File: config.mk
export PLATFORM = sky130hd
export DESIGN_NAME = sub_instr_unit
export DESIGN_NICKNAME = d
export VERILOG_FILES = /design/src/sub_unit_pkg.sv /design/src/sub_instr_unit.sv
export SDC_FILE = /design/constraint.sdc
export NUM_CORES = 1
export LEC_CHECK = 0
export CORE_MARGIN = 2
export CORE_UTILIZATION = 45
export DETAILED_ROUTE_END_ITERATION = 10
export DONT_BUFFER_PORTS = 1
export SYNTH_ARGS = -nofsm -noshare
export SYNTH_HDL_FRONTEND = slang
export SYNTH_SLANG_ARGS = --single-unit
File: constraint.sdc
create_clock -name aclk -period 6.5 [get_ports aclk]
set_input_delay 1.3 -clock aclk [delete_from_list [all_inputs] [get_ports aclk]]
set_output_delay 1.3 -clock aclk [all_outputs]
set_load 0.005 [all_outputs]
File: src/sub_unit_pkg.sv
// constants, types and helper functions of the subtract instruction unit
// assumes an 8-bit accumulator core stepped through four phases per instruction
package sub_unit_pkg;
  localparam logic [7:0] OFS_INSTR    = 8'h00;
  localparam logic [7:0] OFS_ACC      = 8'h04;
  localparam logic [7:0] OFS_STATUS   = 8'h08;
  localparam logic [7:0] OFS_STATE    = 8'h0C;
  localparam int         ST_C         = 0;
  localparam int         ST_HALF      = 1;
  localparam int         ST_Z         = 2;
  localparam int         ST_WRAP      = 3;
  localparam int         ST_N         = 4;
  localparam logic [7:0] ACC_RST      = 8'h00;
  localparam logic [7:0] STATUS_RST   = 8'h00;
  localparam logic [15:0] INSTR_RST   = 16'h0000;
  localparam logic [7:0] OPC_IMM      = 8'h08;
  localparam logic [5:0] OPC_REG      = 6'h17;
  localparam logic [1:0] RESP_OKAY    = 2'h0;
  localparam logic [1:0] RESP_SLVERR  = 2'h2;
  localparam logic [7:0] WIN_SPLIT    = 8'h80;
  localparam logic [3:0] WIN_LOW_BANK = 4'h0;
  localparam logic [3:0] WIN_HIGH_BANK = 4'hF;

  typedef enum logic [2:0] {
    PH_IDLE    = 3'b000,
    PH_DECODE  = 3'b001,
    PH_READ    = 3'b010,
    PH_PROCESS = 3'b011,
    PH_WRITE   = 3'b100
  } phase_type;

  // returns {sign, signed wrap, zero, half borrow, borrow_inv, difference} of a - w
  function automatic logic [12:0] sub_calc(input logic [7:0] a, input logic [7:0] w);
    logic [7:0] d;
    d = 8'(a - w);
    sub_calc = {d[7], (a[7] ^ w[7]) & (d[7] ^ a[7]), d == 8'h00,
                a[3:0] >= w[3:0], a >= w, d};
  endfunction : sub_calc

  function automatic logic is_sub_word(input logic [15:0] w);
    is_sub_word = (w[15:8] == OPC_IMM) || (w[15:10] == OPC_REG);
  endfunction : is_sub_word

  function automatic logic reg_known(input logic [7:0] a);
    reg_known = (a == OFS_INSTR) || (a == OFS_ACC) || (a == OFS_STATUS) || (a == OFS_STATE);
  endfunction : reg_known
endpackage : sub_unit_pkg

File: src/sub_instr_unit.sv
// subtract instruction unit: four-phase sequencer, flag logic, AXI4-Lite registers
// assumes the banked data memory answers mem_rdata combinationally from mem_addr
//
// The register offsets and the AXI4-Lite register port were left to the implementer.
`timescale 1ns/1ns
module sub_instr_unit
(
  input  wire logic        aclk,          // core clock
  input  wire logic        aresetn,       // synchronous reset
  input  wire logic [7:0]  s_axi_awaddr,  // write address
  input  wire logic        s_axi_awvalid, // write address valid
  output logic             s_axi_awready, // write address ready
  input  wire logic [31:0] s_axi_wdata,   // write data
  input  wire logic [3:0]  s_axi_wstrb,   // write strobes
  input  wire logic        s_axi_wvalid,  // write data valid
  output logic             s_axi_wready,  // write data ready
  output logic [1:0]       s_axi_bresp,   // write response
  output logic             s_axi_bvalid,  // write response valid
  input  wire logic        s_axi_bready,  // write response ready
  input  wire logic [7:0]  s_axi_araddr,  // read address
  input  wire logic        s_axi_arvalid, // read address valid
  output logic             s_axi_arready, // read address ready
  output logic [31:0]      s_axi_rdata,   // read data
  output logic [1:0]       s_axi_rresp,   // read response
  output logic             s_axi_rvalid,  // read data valid
  input  wire logic        s_axi_rready,  // read data ready
  input  wire logic [3:0]  bank_pointer,  // current bank
  output logic [11:0]      mem_addr,      // data memory address
  input  wire logic [7:0]  mem_rdata,     // data memory read value
  output logic [7:0]       mem_wdata,     // data memory write value
  output logic             mem_we,        // data memory write strobe
  output logic             busy           // instruction under way
);
  import sub_unit_pkg::*;

  phase_type   phase_r;
  logic [15:0] instr_r;
  logic [7:0]  acc_r;
  logic [7:0]  status_r;
  logic [7:0]  status_nxt;
  logic        is_reg_r;
  logic        dest_r;
  logic [7:0]  operand_r;
  logic [7:0]  result_r;
  logic [4:0]  flags_r;
  logic [12:0] calc;
  logic [11:0] mem_addr_r;
  logic [7:0]  mem_wdata_r;
  logic        mem_we_r;
  logic        aw_held_r;
  logic        w_held_r;
  logic [7:0]  awaddr_r;
  logic [31:0] wdata_r;
  logic [3:0]  wstrb_r;
  logic        bvalid_r;
  logic [1:0]  bresp_r;
  logic        rvalid_r;
  logic [31:0] rdata_r;
  logic [1:0]  rresp_r;
  logic        wr_fire;
  logic        start;
  logic        sw_wr_ok;

  assign s_axi_awready = !aw_held_r;
  assign s_axi_wready  = !w_held_r;
  assign s_axi_bvalid  = bvalid_r;
  assign s_axi_bresp   = bresp_r;
  assign s_axi_arready = !rvalid_r;
  assign s_axi_rvalid  = rvalid_r;
  assign s_axi_rdata   = rdata_r;
  assign s_axi_rresp   = rresp_r;
  assign mem_addr      = mem_addr_r;
  assign mem_wdata     = mem_wdata_r;
  assign mem_we        = mem_we_r;
  assign busy          = phase_r != PH_IDLE;

  assign wr_fire  = aw_held_r && w_held_r && !bvalid_r;
  assign sw_wr_ok = wr_fire && (phase_r == PH_IDLE);
  // only a complete low halfword holding a subtract opcode starts the sequencer
  assign start    = sw_wr_ok && (awaddr_r == OFS_INSTR) && (wstrb_r[1:0] == 2'b11)
                    && is_sub_word(wdata_r[15:0]);
  assign calc     = sub_calc(operand_r, acc_r);

  // write address and data are taken independently
  always_ff @(posedge aclk)
  begin
    if (!aresetn)
    begin
      aw_held_r <= 1'b0;
      awaddr_r  <= 8'h00;
    end
    else if (s_axi_awvalid && !aw_held_r)
    begin
      aw_held_r <= 1'b1;
      awaddr_r  <= s_axi_awaddr;
    end
    else if (wr_fire)
      aw_held_r <= 1'b0;
  end

  always_ff @(posedge aclk)
  begin
    if (!aresetn)
    begin
      w_held_r <= 1'b0;
      wdata_r  <= 32'h00000000;
      wstrb_r  <= 4'h0;
    end
    else if (s_axi_wvalid && !w_held_r)
    begin
      w_held_r <= 1'b1;
      wdata_r  <= s_axi_wdata;
      wstrb_r  <= s_axi_wstrb;
    end
    else if (wr_fire)
      w_held_r <= 1'b0;
  end

  always_ff @(posedge aclk)
  begin
    if (!aresetn)
    begin
      bvalid_r <= 1'b0;
      bresp_r  <= RESP_OKAY;
    end
    else if (wr_fire)
    begin
      bvalid_r <= 1'b1;
      bresp_r  <= (reg_known(awaddr_r) && awaddr_r != OFS_STATE) ? RESP_OKAY : RESP_SLVERR;
    end
    else if (s_axi_bready)
      bvalid_r <= 1'b0;
  end

  always_ff @(posedge aclk)
  begin
    if (!aresetn)
    begin
      rvalid_r <= 1'b0;
      rdata_r  <= 32'h00000000;
      rresp_r  <= RESP_OKAY;
    end
    else if (s_axi_arvalid && !rvalid_r)
    begin
      rvalid_r <= 1'b1;
      rresp_r  <= reg_known(s_axi_araddr) ? RESP_OKAY : RESP_SLVERR;
      case (s_axi_araddr)
        OFS_INSTR:  rdata_r <= {16'h0000, instr_r};
        OFS_ACC:    rdata_r <= {24'h000000, acc_r};
        OFS_STATUS: rdata_r <= {24'h000000, status_r};
        OFS_STATE:  rdata_r <= {28'h0000000, busy, phase_r};
        default:    rdata_r <= 32'h00000000;
      endcase
    end
    else if (s_axi_rready)
      rvalid_r <= 1'b0;
  end

  // four-phase sequencer
  always_ff @(posedge aclk)
  begin
    if (!aresetn)
      phase_r <= PH_IDLE;
    else
    begin
      case (phase_r)
        PH_IDLE:    phase_r <= start ? PH_DECODE : PH_IDLE;
        PH_DECODE:  phase_r <= PH_READ;
        PH_READ:    phase_r <= PH_PROCESS;
        PH_PROCESS: phase_r <= PH_WRITE;
        PH_WRITE:   phase_r <= PH_IDLE;
        default:    phase_r <= PH_IDLE;
      endcase
    end
  end

  always_ff @(posedge aclk)
  begin
    if (!aresetn)
      instr_r <= INSTR_RST;
    else if (start)
      instr_r <= wdata_r[15:0];
  end

  // decode: kind, destination and memory address
  always_ff @(posedge aclk)
  begin
    if (!aresetn)
    begin
      is_reg_r   <= 1'b0;
      dest_r     <= 1'b0;
      mem_addr_r <= 12'h000;
    end
    else if (phase_r == PH_DECODE)
    begin
      is_reg_r <= instr_r[15:10] == OPC_REG;
      dest_r   <= instr_r[9];
      if (instr_r[8])
        mem_addr_r <= {bank_pointer, instr_r[7:0]};
      else if (instr_r[7:0] < WIN_SPLIT)
        mem_addr_r <= {WIN_LOW_BANK, instr_r[7:0]};
      else
        mem_addr_r <= {WIN_HIGH_BANK, instr_r[7:0]};
    end
  end

  // read: register value or literal
  always_ff @(posedge aclk)
  begin
    if (!aresetn)
      operand_r <= 8'h00;
    else if (phase_r == PH_READ)
      operand_r <= is_reg_r ? mem_rdata : instr_r[7:0];
  end

  // process: difference and flags
  always_ff @(posedge aclk)
  begin
    if (!aresetn)
    begin
      result_r    <= 8'h00;
      flags_r     <= 5'h00;
      mem_wdata_r <= 8'h00;
      mem_we_r    <= 1'b0;
    end
    else
    begin
      mem_we_r <= (phase_r == PH_PROCESS) && is_reg_r && dest_r;
      if (phase_r == PH_PROCESS)
      begin
        result_r    <= calc[7:0];
        flags_r     <= calc[12:8];
        mem_wdata_r <= calc[7:0];
      end
    end
  end

  always_comb
  begin
    status_nxt          = status_r;
    status_nxt[ST_C]    = flags_r[0];
    status_nxt[ST_HALF] = flags_r[1];
    status_nxt[ST_Z]    = flags_r[2];
    status_nxt[ST_WRAP] = flags_r[3];
    status_nxt[ST_N]    = flags_r[4];
  end

  // write destination; software writes only while idle
  always_ff @(posedge aclk)
  begin
    if (!aresetn)
      acc_r <= ACC_RST;
    else if (phase_r == PH_WRITE && !(is_reg_r && dest_r))
      acc_r <= result_r;
    else if (sw_wr_ok && awaddr_r == OFS_ACC && wstrb_r[0])
      acc_r <= wdata_r[7:0];
  end

  always_ff @(posedge aclk)
  begin
    if (!aresetn)
      status_r <= STATUS_RST;
    else if (phase_r == PH_WRITE)
      status_r <= status_nxt;
    else if (sw_wr_ok && awaddr_r == OFS_STATUS && wstrb_r[0])
      status_r <= wdata_r[7:0];
  end

  property p_phase_order;
    @(posedge aclk) disable iff (!aresetn)
    phase_r == PH_DECODE |=> phase_r == PH_READ ##1 phase_r == PH_PROCESS
      ##1 phase_r == PH_WRITE ##1 phase_r == PH_IDLE;
  endproperty
  a_phase_order: assert property (p_phase_order) else $error("phase order broken");

  property p_decode_gate;
    @(posedge aclk) disable iff (!aresetn)
    (phase_r == PH_IDLE && !start) |=> phase_r == PH_IDLE;
  endproperty
  a_decode_gate: assert property (p_decode_gate) else $error("started without a subtract word");

  property p_imm_result;
    @(posedge aclk) disable iff (!aresetn)
    (phase_r == PH_READ && !is_reg_r) |=> ##2 acc_r == 8'($past(instr_r[7:0], 2) - $past(acc_r, 2));
  endproperty
  a_imm_result: assert property (p_imm_result) else $error("literal difference wrong");

  property p_reg_writeback;
    @(posedge aclk) disable iff (!aresetn)
    (phase_r == PH_PROCESS && is_reg_r && dest_r) |=>
      mem_we_r && mem_wdata_r == 8'($past(operand_r) - $past(acc_r)) ##1 !mem_we_r && $stable(acc_r);
  endproperty
  a_reg_writeback: assert property (p_reg_writeback) else $error("register write-back wrong");

  property p_reg_to_acc;
    @(posedge aclk) disable iff (!aresetn)
    (phase_r == PH_WRITE && is_reg_r && !dest_r) |-> !mem_we_r ##1 acc_r == $past(result_r);
  endproperty
  a_reg_to_acc: assert property (p_reg_to_acc) else $error("accumulator target wrong");

  property p_bank_select;
    @(posedge aclk) disable iff (!aresetn)
    (phase_r == PH_DECODE) |=> mem_addr_r == (instr_r[8] ? {$past(bank_pointer), instr_r[7:0]} :
      {(instr_r[7:0] < WIN_SPLIT) ? WIN_LOW_BANK : WIN_HIGH_BANK, instr_r[7:0]});
  endproperty
  a_bank_select: assert property (p_bank_select) else $error("bank selection wrong");

  property p_keep_bits;
    @(posedge aclk) disable iff (!aresetn)
    phase_r == PH_WRITE |=> status_r[7:5] == $past(status_r[7:5]);
  endproperty
  a_keep_bits: assert property (p_keep_bits) else $error("unrelated status bits changed");

  property p_carry_zero;
    @(posedge aclk) disable iff (!aresetn)
    phase_r == PH_PROCESS |=> ##1 status_r[ST_C] == ($past(operand_r, 2) >= $past(acc_r, 2))
      && status_r[ST_Z] == ($past(operand_r, 2) == $past(acc_r, 2));
  endproperty
  a_carry_zero: assert property (p_carry_zero) else $error("carry or zero flag wrong");

  property p_sign_wrap;
    @(posedge aclk) disable iff (!aresetn)
    phase_r == PH_WRITE |=> status_r[ST_N] == $past(result_r[7]) && status_r[ST_WRAP] ==
      (($past(operand_r[7]) ^ $past(acc_r[7])) & ($past(result_r[7]) ^ $past(operand_r[7])));
  endproperty
  a_sign_wrap: assert property (p_sign_wrap) else $error("sign or overflow flag wrong");

  property p_half_borrow;
    @(posedge aclk) disable iff (!aresetn)
    phase_r == PH_WRITE |=> status_r[ST_HALF] == ($past(operand_r[3:0]) >= $past(acc_r[3:0]));
  endproperty
  a_half_borrow: assert property (p_half_borrow) else $error("half borrow flag wrong");
endmodule : sub_instr_unit

==> impl_summary.md, run 1 <==
Outcome
The flow ran to the end, and the final reports show no timing, DRC or antenna violations.

Global route
The via count of the first global-routing pass is 3901. The wire length of the first global-routing pass is between 20000 and 25000 um. Entering global routing, the biggest net connects between 80 and 90 pins.

The total track usage is 0.2074. The initial antenna violation count was 0. After global routing the overflow that remains totals 0.

Setup path
For the worst setup path, the data required time is 6.83 ns. The start point of the critical path is s_axi_arvalid. The worst register-to-register path ends at s_axi_rdata[12]$_SDFFE_PN0P_.

The type of destination of the critical path is a flip-flop. The largest delay contributor family on the critical path is simple AND/OR/NAND/NOR gates. The largest stage delay on the critical path is about 1.1 ns. Data arrives at the worst endpoint at just over 3 ns. The slowest stage of the critical path belongs to the cell nor4_1. Counting buffers and inverters, the worst setup path is 4 cells deep. The total buffers and inverters traversed by the critical path is 0. The most critical setup path has its endpoint at s_axi_rdata[12]$_SDFFE_PN0P_. Across all register-to-register paths, the minimum setup slack is around 4.2 ns. Measured in cells, the most critical reg-to-reg path has a length of 5. In this run the critical register-to-register path is launched from s_axi_rvalid$_SDFFE_PN0P_. The critical path start-end classification is input port to flip-flop. STA classifies the critical path startpoint as an input port.

The largest fanout on the critical path is 18. The critical path goes through nand2_1 -> nor4_1 -> a22oi_1 -> nor2_1.

CTS
The number of buffers added for setup after CTS is 0. The post-CTS clock slew at the launch and capture registers of the worst setup and hold paths is ~0.05 ns. The number of levels the H-tree was split into is 4. The maximum buffer depth of the clock tree is 2. The number of gates resized after CTS was 0.

The quantity of hold-fixing buffers added after cts is 0. TritonCTS created 17 clock buffers. The TritonCTS clock tree is built. The insertion delay to the later sink of the worst-skew pair is about 0.4 ns.

The clock sink total is roughly 120. The cell at the root of the clock tree is clkbuf_16.

Die
The starting density of the core is 0.4572. The floorplan step set the die width to 111.3 um. In this run the count of I/O pins placed on the die edge is about 130. The area enclosed by the die boundary is approximately 12000 um2. Measured along the y axis, the die boundary spans between 100 and 150 um.

The area of the core region is 11320 um2. The number of standard-cell rows in the floorplan is 39.

Synth
The synthesized design contains 0 enable-type register cells. The register area share after synthesis is 0.4564. The synthesized cell area is between 5000 and 6000 um2. The area share of the largest cell type after synthesis is 0.4564.

The post-synthesis async set-or-reset flop share is 0. The most frequently used flop master after synthesis is dfxtp_1. The yosys synthesis warning count is 0. The synthesized area per cell is ~8.7 um2. After technology mapping, the gate count stands at slightly below 600. The largest area contributor in the synthesized netlist is dfxtp_1.

After synthesis, the cell types taking the most area are dfxtp_1 46%, mux2i_1 7.2%, nand2_1 6.5%. The number of distinct library cells after synthesis is approximately 50. The number of storage elements in the synthesis netlist is approximately 120.

Timing
The final-layout setup total negative slack is 0 ns. Setup repair after global routing left no endpoint under its margin. The clock arrives with 0.007972 ns of skew. For the pin with the worst max-slew slack, the measured transition is approximately 1.2 ns.

The maximum achievable frequency is approximately 0.36 GHz. The routed design could run at a clock period as short as around 2.7 ns. The max-slew violation total from the final report is 0. The slack of the critical path is approximately 3.8 ns. The final setup violation count is 0.

The remaining max-slew budget at the tightest pin is 0.1667. The number of hold violations in the final report came to 0. In the finished design, the share of the clock period the worst path needs comes to 0.4224.

Routing
After detailed routing, the average wire length per cell comes to about 17 um. Once detail routing completed, the nets flagged for antenna violations numbered 0. The routed wire length is about 13000 um. After the first detailed-routing iteration, the DRC count stood at 245. The routed layout has 4075 vias. The post-detailed-route DRC marker count is 0. Dividing the detail-routed via count by the number of cells gives ~5.5. The number of optimization iterations in the first detailed-route pass is 4.

Pwr
The cell area power density is approximately 300 nW/um2. In this run the static leakage power is ~2.1 nW. The worst vdd rail ir drop is between 0.15 and 0.2 mV.

Placement
The congestion estimate from routability-driven global placement came to 0.8346. The number of buffer cells added on primary ports is 0. The placed standard-cell area is 5166 um2. The half-perimeter wire length after detailed placement is about 9300 um. The pre-CTS setup slack is 3.396 ns.

Finish
Once layout is complete, the utilization of the core stands at 0.5097. The library cell used most frequently in the layout, excluding fill and tap cells, is dfxtp_1. Of the cells placed in the final design, the portion with a size suffix greater than 1 is 0.07047.

From synthesis to final layout, the design area changed by 11.48%. The count of antenna diodes in the layout is 0. In the layout the commonest cells are 118 x dfxtp_1, 90 x nand2_1, 79 x nor2_1.

The final net count is 663. After routing the design area is ~5800 um2.

Hold path
The number of instances on the worst hold path is 2. The path class of the tightest hold or removal check is flip-flop to flip-flop.

Run
The number of max-cap violations is 0.
registers in the layout (all words and copies together) (netlist names), 8 cells and up:
signal,count
awaddr_r,8
s_axi_rdata,16
instr_r,16
wdata_r,16
operand_r,8
status_r,8
acc_r,8
mem_addr,12
worst min-delay path, cell delays in order, from the launching register on:
cell and delay (ns):
dfxtp_1 0.30, nand2_1 0.05, a21oi_1 0.05
routing by layer:
| metal | routed length [um] | global-route usage | share of wire | up-vias |
|---|---|---|---|---|
| li1 | - | - | - | 2025 |
| met4 | 131 | 0.06502 | 0.010 | 0 |
| met2 | 5707 | 0.3183 | 0.45 | 133 |
| met5 | 0 | 0 | 0 | - |
| met1 | 5822 | 0.2763 | 0.46 | 1904 |
| met3 | 924 | 0.07108 | 0.073 | 13 |
worst min-delay path by stage:
stage | slack (ns) | endpoint | from
3_5_place_dp | 0.45 | status_r[5]$_SDFFE_PN0P_ | status_r[5]$_SDFFE_PN0P_
6_report | 0.45 | wdata_r[15]$_SDFFE_PN0P_ | wdata_r[15]$_SDFFE_PN0P_
2_1_floorplan | 0.43 | wstrb_r[1]$_SDFFE_PN0P_ | wstrb_r[1]$_SDFFE_PN0P_
3_3_place_gp | 0.44 | wstrb_r[1]$_SDFFE_PN0P_ | wstrb_r[1]$_SDFFE_PN0P_
5_1_grt | 0.48 | status_r[5]$_SDFFE_PN0P_ | status_r[5]$_SDFFE_PN0P_
4_1_cts | 0.45 | status_r[5]$_SDFFE_PN0P_ | status_r[5]$_SDFFE_PN0P_
through the flow:
stage,hold slack [ns],power (mW),std cells
after floorplan,0.4316,0.8165,612
after global placement,0.4427,0.8183,707
after detailed placement,0.4474,0.8200,707
after CTS,0.4549,1.765,739
after global routing,0.4774,1.808,739
final,0.4537,1.752,739
cell type report:
class,instances,area [um2]
clock inverter,7,118.9
clock buffer,25,485.5
tap,143,178.9
fill,1080,5550
sequential,118,2362
multi-input combinational,425,2534
inverter,18,68.82
timing repair buffer,3,22.52
cells in the mapped netlist (2+ instances only):
| cell type | number |
|---|---|
| a21o_1 | 3 |
| dfxtp_1 | 118 |
| nand3b_1 | 2 |
| inv_1 | 17 |
| nand2_1 | 90 |
| nor2b_1 | 5 |
| or3_1 | 5 |
| mux4_2 | 4 |
| o21ai_0 | 9 |
| nand3_1 | 9 |
| clkbuf_1 | 26 |
| nand4_1 | 2 |
| nor3b_1 | 4 |
| nor2_1 | 79 |
| and3b_1 | 2 |
| and3_1 | 2 |
| nor4b_1 | 2 |
| ha_1 | 8 |
| mux2i_1 | 37 |
| nand4b_1 | 2 |
| nor3_1 | 9 |
| nand2b_1 | 5 |
| a211oi_1 | 24 |
| buf_4 | 19 |
| a22oi_1 | 21 |
| a21oi_1 | 56 |
| buf_2 | 5 |
| xnor2_1 | 4 |
| nor4_1 | 4 |
report_power, final:
part           switching, mW  total [mW]  leakage, nW  internal (mW)
sequential            0.0128       0.750        0.955          0.737
clock                  0.314       0.947        0.288          0.633
combinational         0.0376      0.0551        0.852         0.0175
cells by family after synthesis:
group | after synthesis | share of synthesized area
fa+ha+maj | 9 | 0.02321
other cells | 1 | 0.0007245
compound gates | 123 | 0.1533
flops | 118 | 0.4564
xor+xnor | 5 | 0.008460
mux | 41 | 0.08895
buf+inv | 69 | 0.06647
simple gates | 229 | 0.2026
Power figures use the tool's default switching activity.
==> inputs of run 2 (changes only) <==
==> constraint.sdc (replaced) <==
create_clock -name aclk -period 2.4 [get_ports aclk]
set_input_delay 0.48 -clock aclk [delete_from_list [all_inputs] [get_ports aclk]]
set_output_delay 0.48 -clock aclk [all_outputs]
set_load 0.005 [all_outputs]
==> impl_summary.md, run 2 (synthesis results as in run 1) <==
CTS
The maximum buffer depth of the clock tree is 2 (unchanged). The tree is rooted in a clkbuf_16. The number of buffers added for setup after CTS is 0 (unchanged). The post-CTS clock slew at the launch and capture registers of the worst setup and hold paths is 0.05 ns (about the same).

The number of buffers created by CTS was 17 (unchanged). The insertion delay to the later sink of the worst-skew pair was 0.42 ns (about the same). The clock sink total is 118 (unchanged). The number of levels the H-tree was split into came to 4 (unchanged).

The TritonCTS clock tree is built.

Routing
The number of optimization iterations in the first detailed-route pass was 4 (unchanged). The routed wire length is 12810 um (+1.8%). The detailed router's first-iteration violation count is 256 (+4.5%). The number of nets with antenna violations after routing is 0 (unchanged). The average wire per standard cell is 17.13 um (+0.57%). The post-detailed-route DRC marker count is 0 (unchanged). The via density per instance is 5.437 (-1.4%).

The number of vias in the routed layout was 4067 (-0.20%).

Placement
The number of buffer cells added on primary ports is 0 (unchanged). The half-perimeter wire length after detailed placement is 9299 um (+0.49%). The last weighted congestion value of the routability-driven placer is 0.8406 (+0.72%). The placed standard-cell area came to 5254 um2 (+1.7%).

Die
The height of the die came to 111.3 um (unchanged). The die boundary width is 111.3 um (unchanged). The I/O pin count came to 134 (unchanged). The number of standard-cell rows in the floorplan is 39 (unchanged).

The area of the core region is 11320 um2 (unchanged). The starting density of the core is 0.4572 (unchanged). The area enclosed by the die boundary is 12380 um2 (unchanged).

Setup path
For this design, the slowest cell found on the critical path is fa_1. The reg2reg setup slack came to 0.19 ns (-3.96 ns). The largest fanout on the critical path is 3 (-15). The worst setup path is captured at a flip-flop. Traced cell by cell, the critical path runs through ha_1 -> inv_1 -> fa_1 -> a21o_1 -> a31oi_1 -> o21ai_0 -> a2111oi_1 -> nor4_1. The worst register-to-register path begins at acc_r[0]$_SDFFE_PN0P_. The destination of the worst register-to-register timing path is flags_r[0]$_SDFFE_PN0P_.

STA classifies the critical path startpoint as a flip-flop. The capture point of the worst path is flags_r[0]$_SDFFE_PN0P_. The data required time of the worst path is 2.67 ns (-4.16 ns). The setup path with the least slack is of type flip-flop to flip-flop. The most critical setup path has its startpoint at acc_r[0]$_SDFFE_PN0P_. The depth of the worst register-to-register path was 8 (+3). The worst endpoint data arrival time is 2.48 ns (-0.60 ns). The largest stage delay on the critical path came to 0.41 ns (-0.71 ns).

Global route
The wire length of the first global-routing pass came to 20620 um (+1.5%). The pin count of the biggest net entering global routing is 115 (+32%). The overflow left after global routing was 0 (unchanged). The initial antenna violation count came to 0 (unchanged).

The total track usage came to 0.2120 (+0.004616). The via count of the first global-routing pass was 3973 (+1.8%).

Pwr
The static leakage is 2.173 nW (+3.7%). The worst vdd rail ir drop was 0.5041 mV (+180%). The cell area power density was 825.7 nW/um2 (+170%). The total design power came to 4.861 mW (+180%).

Finish
Leaving out fill and tap cells, the most frequent cell in the layout is dfxtp_1. The share of post-route cells with drive strength above 1 is 0.08926 (+0.01879). The count of antenna diodes in the layout is 0 (unchanged). The library cells used most frequently in the layout, excluding fill and tap cells, are 118 x dfxtp_1, 90 x nand2_1, 79 x nor2_1.

The final core utilization was 0.5200 (+0.01028). The area of all placed cells without fillers is 5887 um2 (+2.0%). The synthesis-to-layout area growth is 13.73%. The final net count is 673 (+1.5%).

Timing
The setup skew after layout is 0.008950 ns (+0.0009780 ns). The number of hold violations in the final report is 0 (unchanged). The final-layout setup total negative slack was 0 ns (unchanged).

For the finished layout, the period the worst path requires is around 2.2 ns. The max-slew violation total from the final report is 0 (unchanged). The final setup violation count was 0 (unchanged). The final hold slack came to 0.1620 ns (-0.2917 ns). Setup repair after global routing left no endpoint under its margin.

The slew at the pin with the worst max-slew slack is 0.6525 ns (-0.5861 ns). Derived from the worst setup path, the maximum achievable clock frequency is approximately 0.45 GHz. Of the available clock period, the critical path in the final layout requires 0.9206. The remaining max-slew budget at the tightest pin is 0.5634 (+0.3967).

Outcome
The flow ran to the end, and the final reports show no timing, DRC or antenna violations.

Run
The number of max-cap violations came to 0 (unchanged).

Hold path
The type of the worst min-delay path is input port to flip-flop.
run 2: cell types whose count changed in the layout (fill, tap and decap cells not counted), sizes merged:
cell and delta:
buf +10, bufinv +1, clkbuf -3, clkinv +3, clkinvlp -2
run 2: worst max-delay path, delay by kind of cell, from the launching register on:
kind | cells | cell delay [ns]
adder cells (fa/ha/maj) | 2 | 0.60
flip-flops | 1 | 0.37
AND/OR/NAND/NOR | 1 | 0.08
AO/OA/AOI/OAI | 4 | 0.94
buffers and inverters | 1 | 0.06
run 2: layout make-up:
| cell class | count | area [um2] |
|---|---|---|
| timing repair buffer | 13 | 110.1 |
| sequential | 118 | 2362 |
| clock buffer | 22 | 474.2 |
| tap | 143 | 178.9 |
| inverter | 18 | 68.82 |
| multi-input combinational | 425 | 2544 |
| fill | 1066 | 5434 |
| clock inverter | 9 | 148.9 |
run 2: metal layers:
metal / vias to the layer above / part of all wire / GRT usage
met5: - / 0 / 0
li1: 2036 / - / -
met3: 13 / 0.077 / 0.06834
met1: 1874 / 0.47 / 0.2960
met2: 144 / 0.44 / 0.3024
met4: 0 / 0.013 / 0.08642
run 2: what timing repair did:
item,4_1_cts,5_1_grt
resized for setup,0,2
endpoints found under the setup margin,0,9
hold buffers,0,0
run 2: how the worst min path moves through the flow:
stage	startpoint	end	cells after the start
floorplan	wstrb_r[1]$_SDFFE_PN0P_	wstrb_r[1]$_SDFFE_PN0P_	2
global placement	wstrb_r[1]$_SDFFE_PN0P_	wstrb_r[1]$_SDFFE_PN0P_	2
detailed placement	status_r[6]$_SDFFE_PN0P_	status_r[6]$_SDFFE_PN0P_	2
CTS	s_axi_rready	s_axi_rvalid$_SDFFE_PN0P_	1
global route	s_axi_rready	s_axi_rvalid$_SDFFE_PN0P_	1
finish	s_axi_rready	s_axi_rvalid$_SDFFE_PN0P_	1
run 2: per-stage QoR:
step                      instances  setup WS, ns
after floorplan                 612        0.3756
after global placement          717        0.1828
after detailed placement        717        0.1329
after CTS                       748        0.1121
after global routing            748      0.005766
final                           748        0.1904
run 2: power breakdown:
part	switching, mW	internal, mW	leakage, nW
registers	0.0335	2.00	0.955
logic	0.104	0.0542	0.908
clock network	0.868	1.81	0.310
total	1.00	3.86	2.17
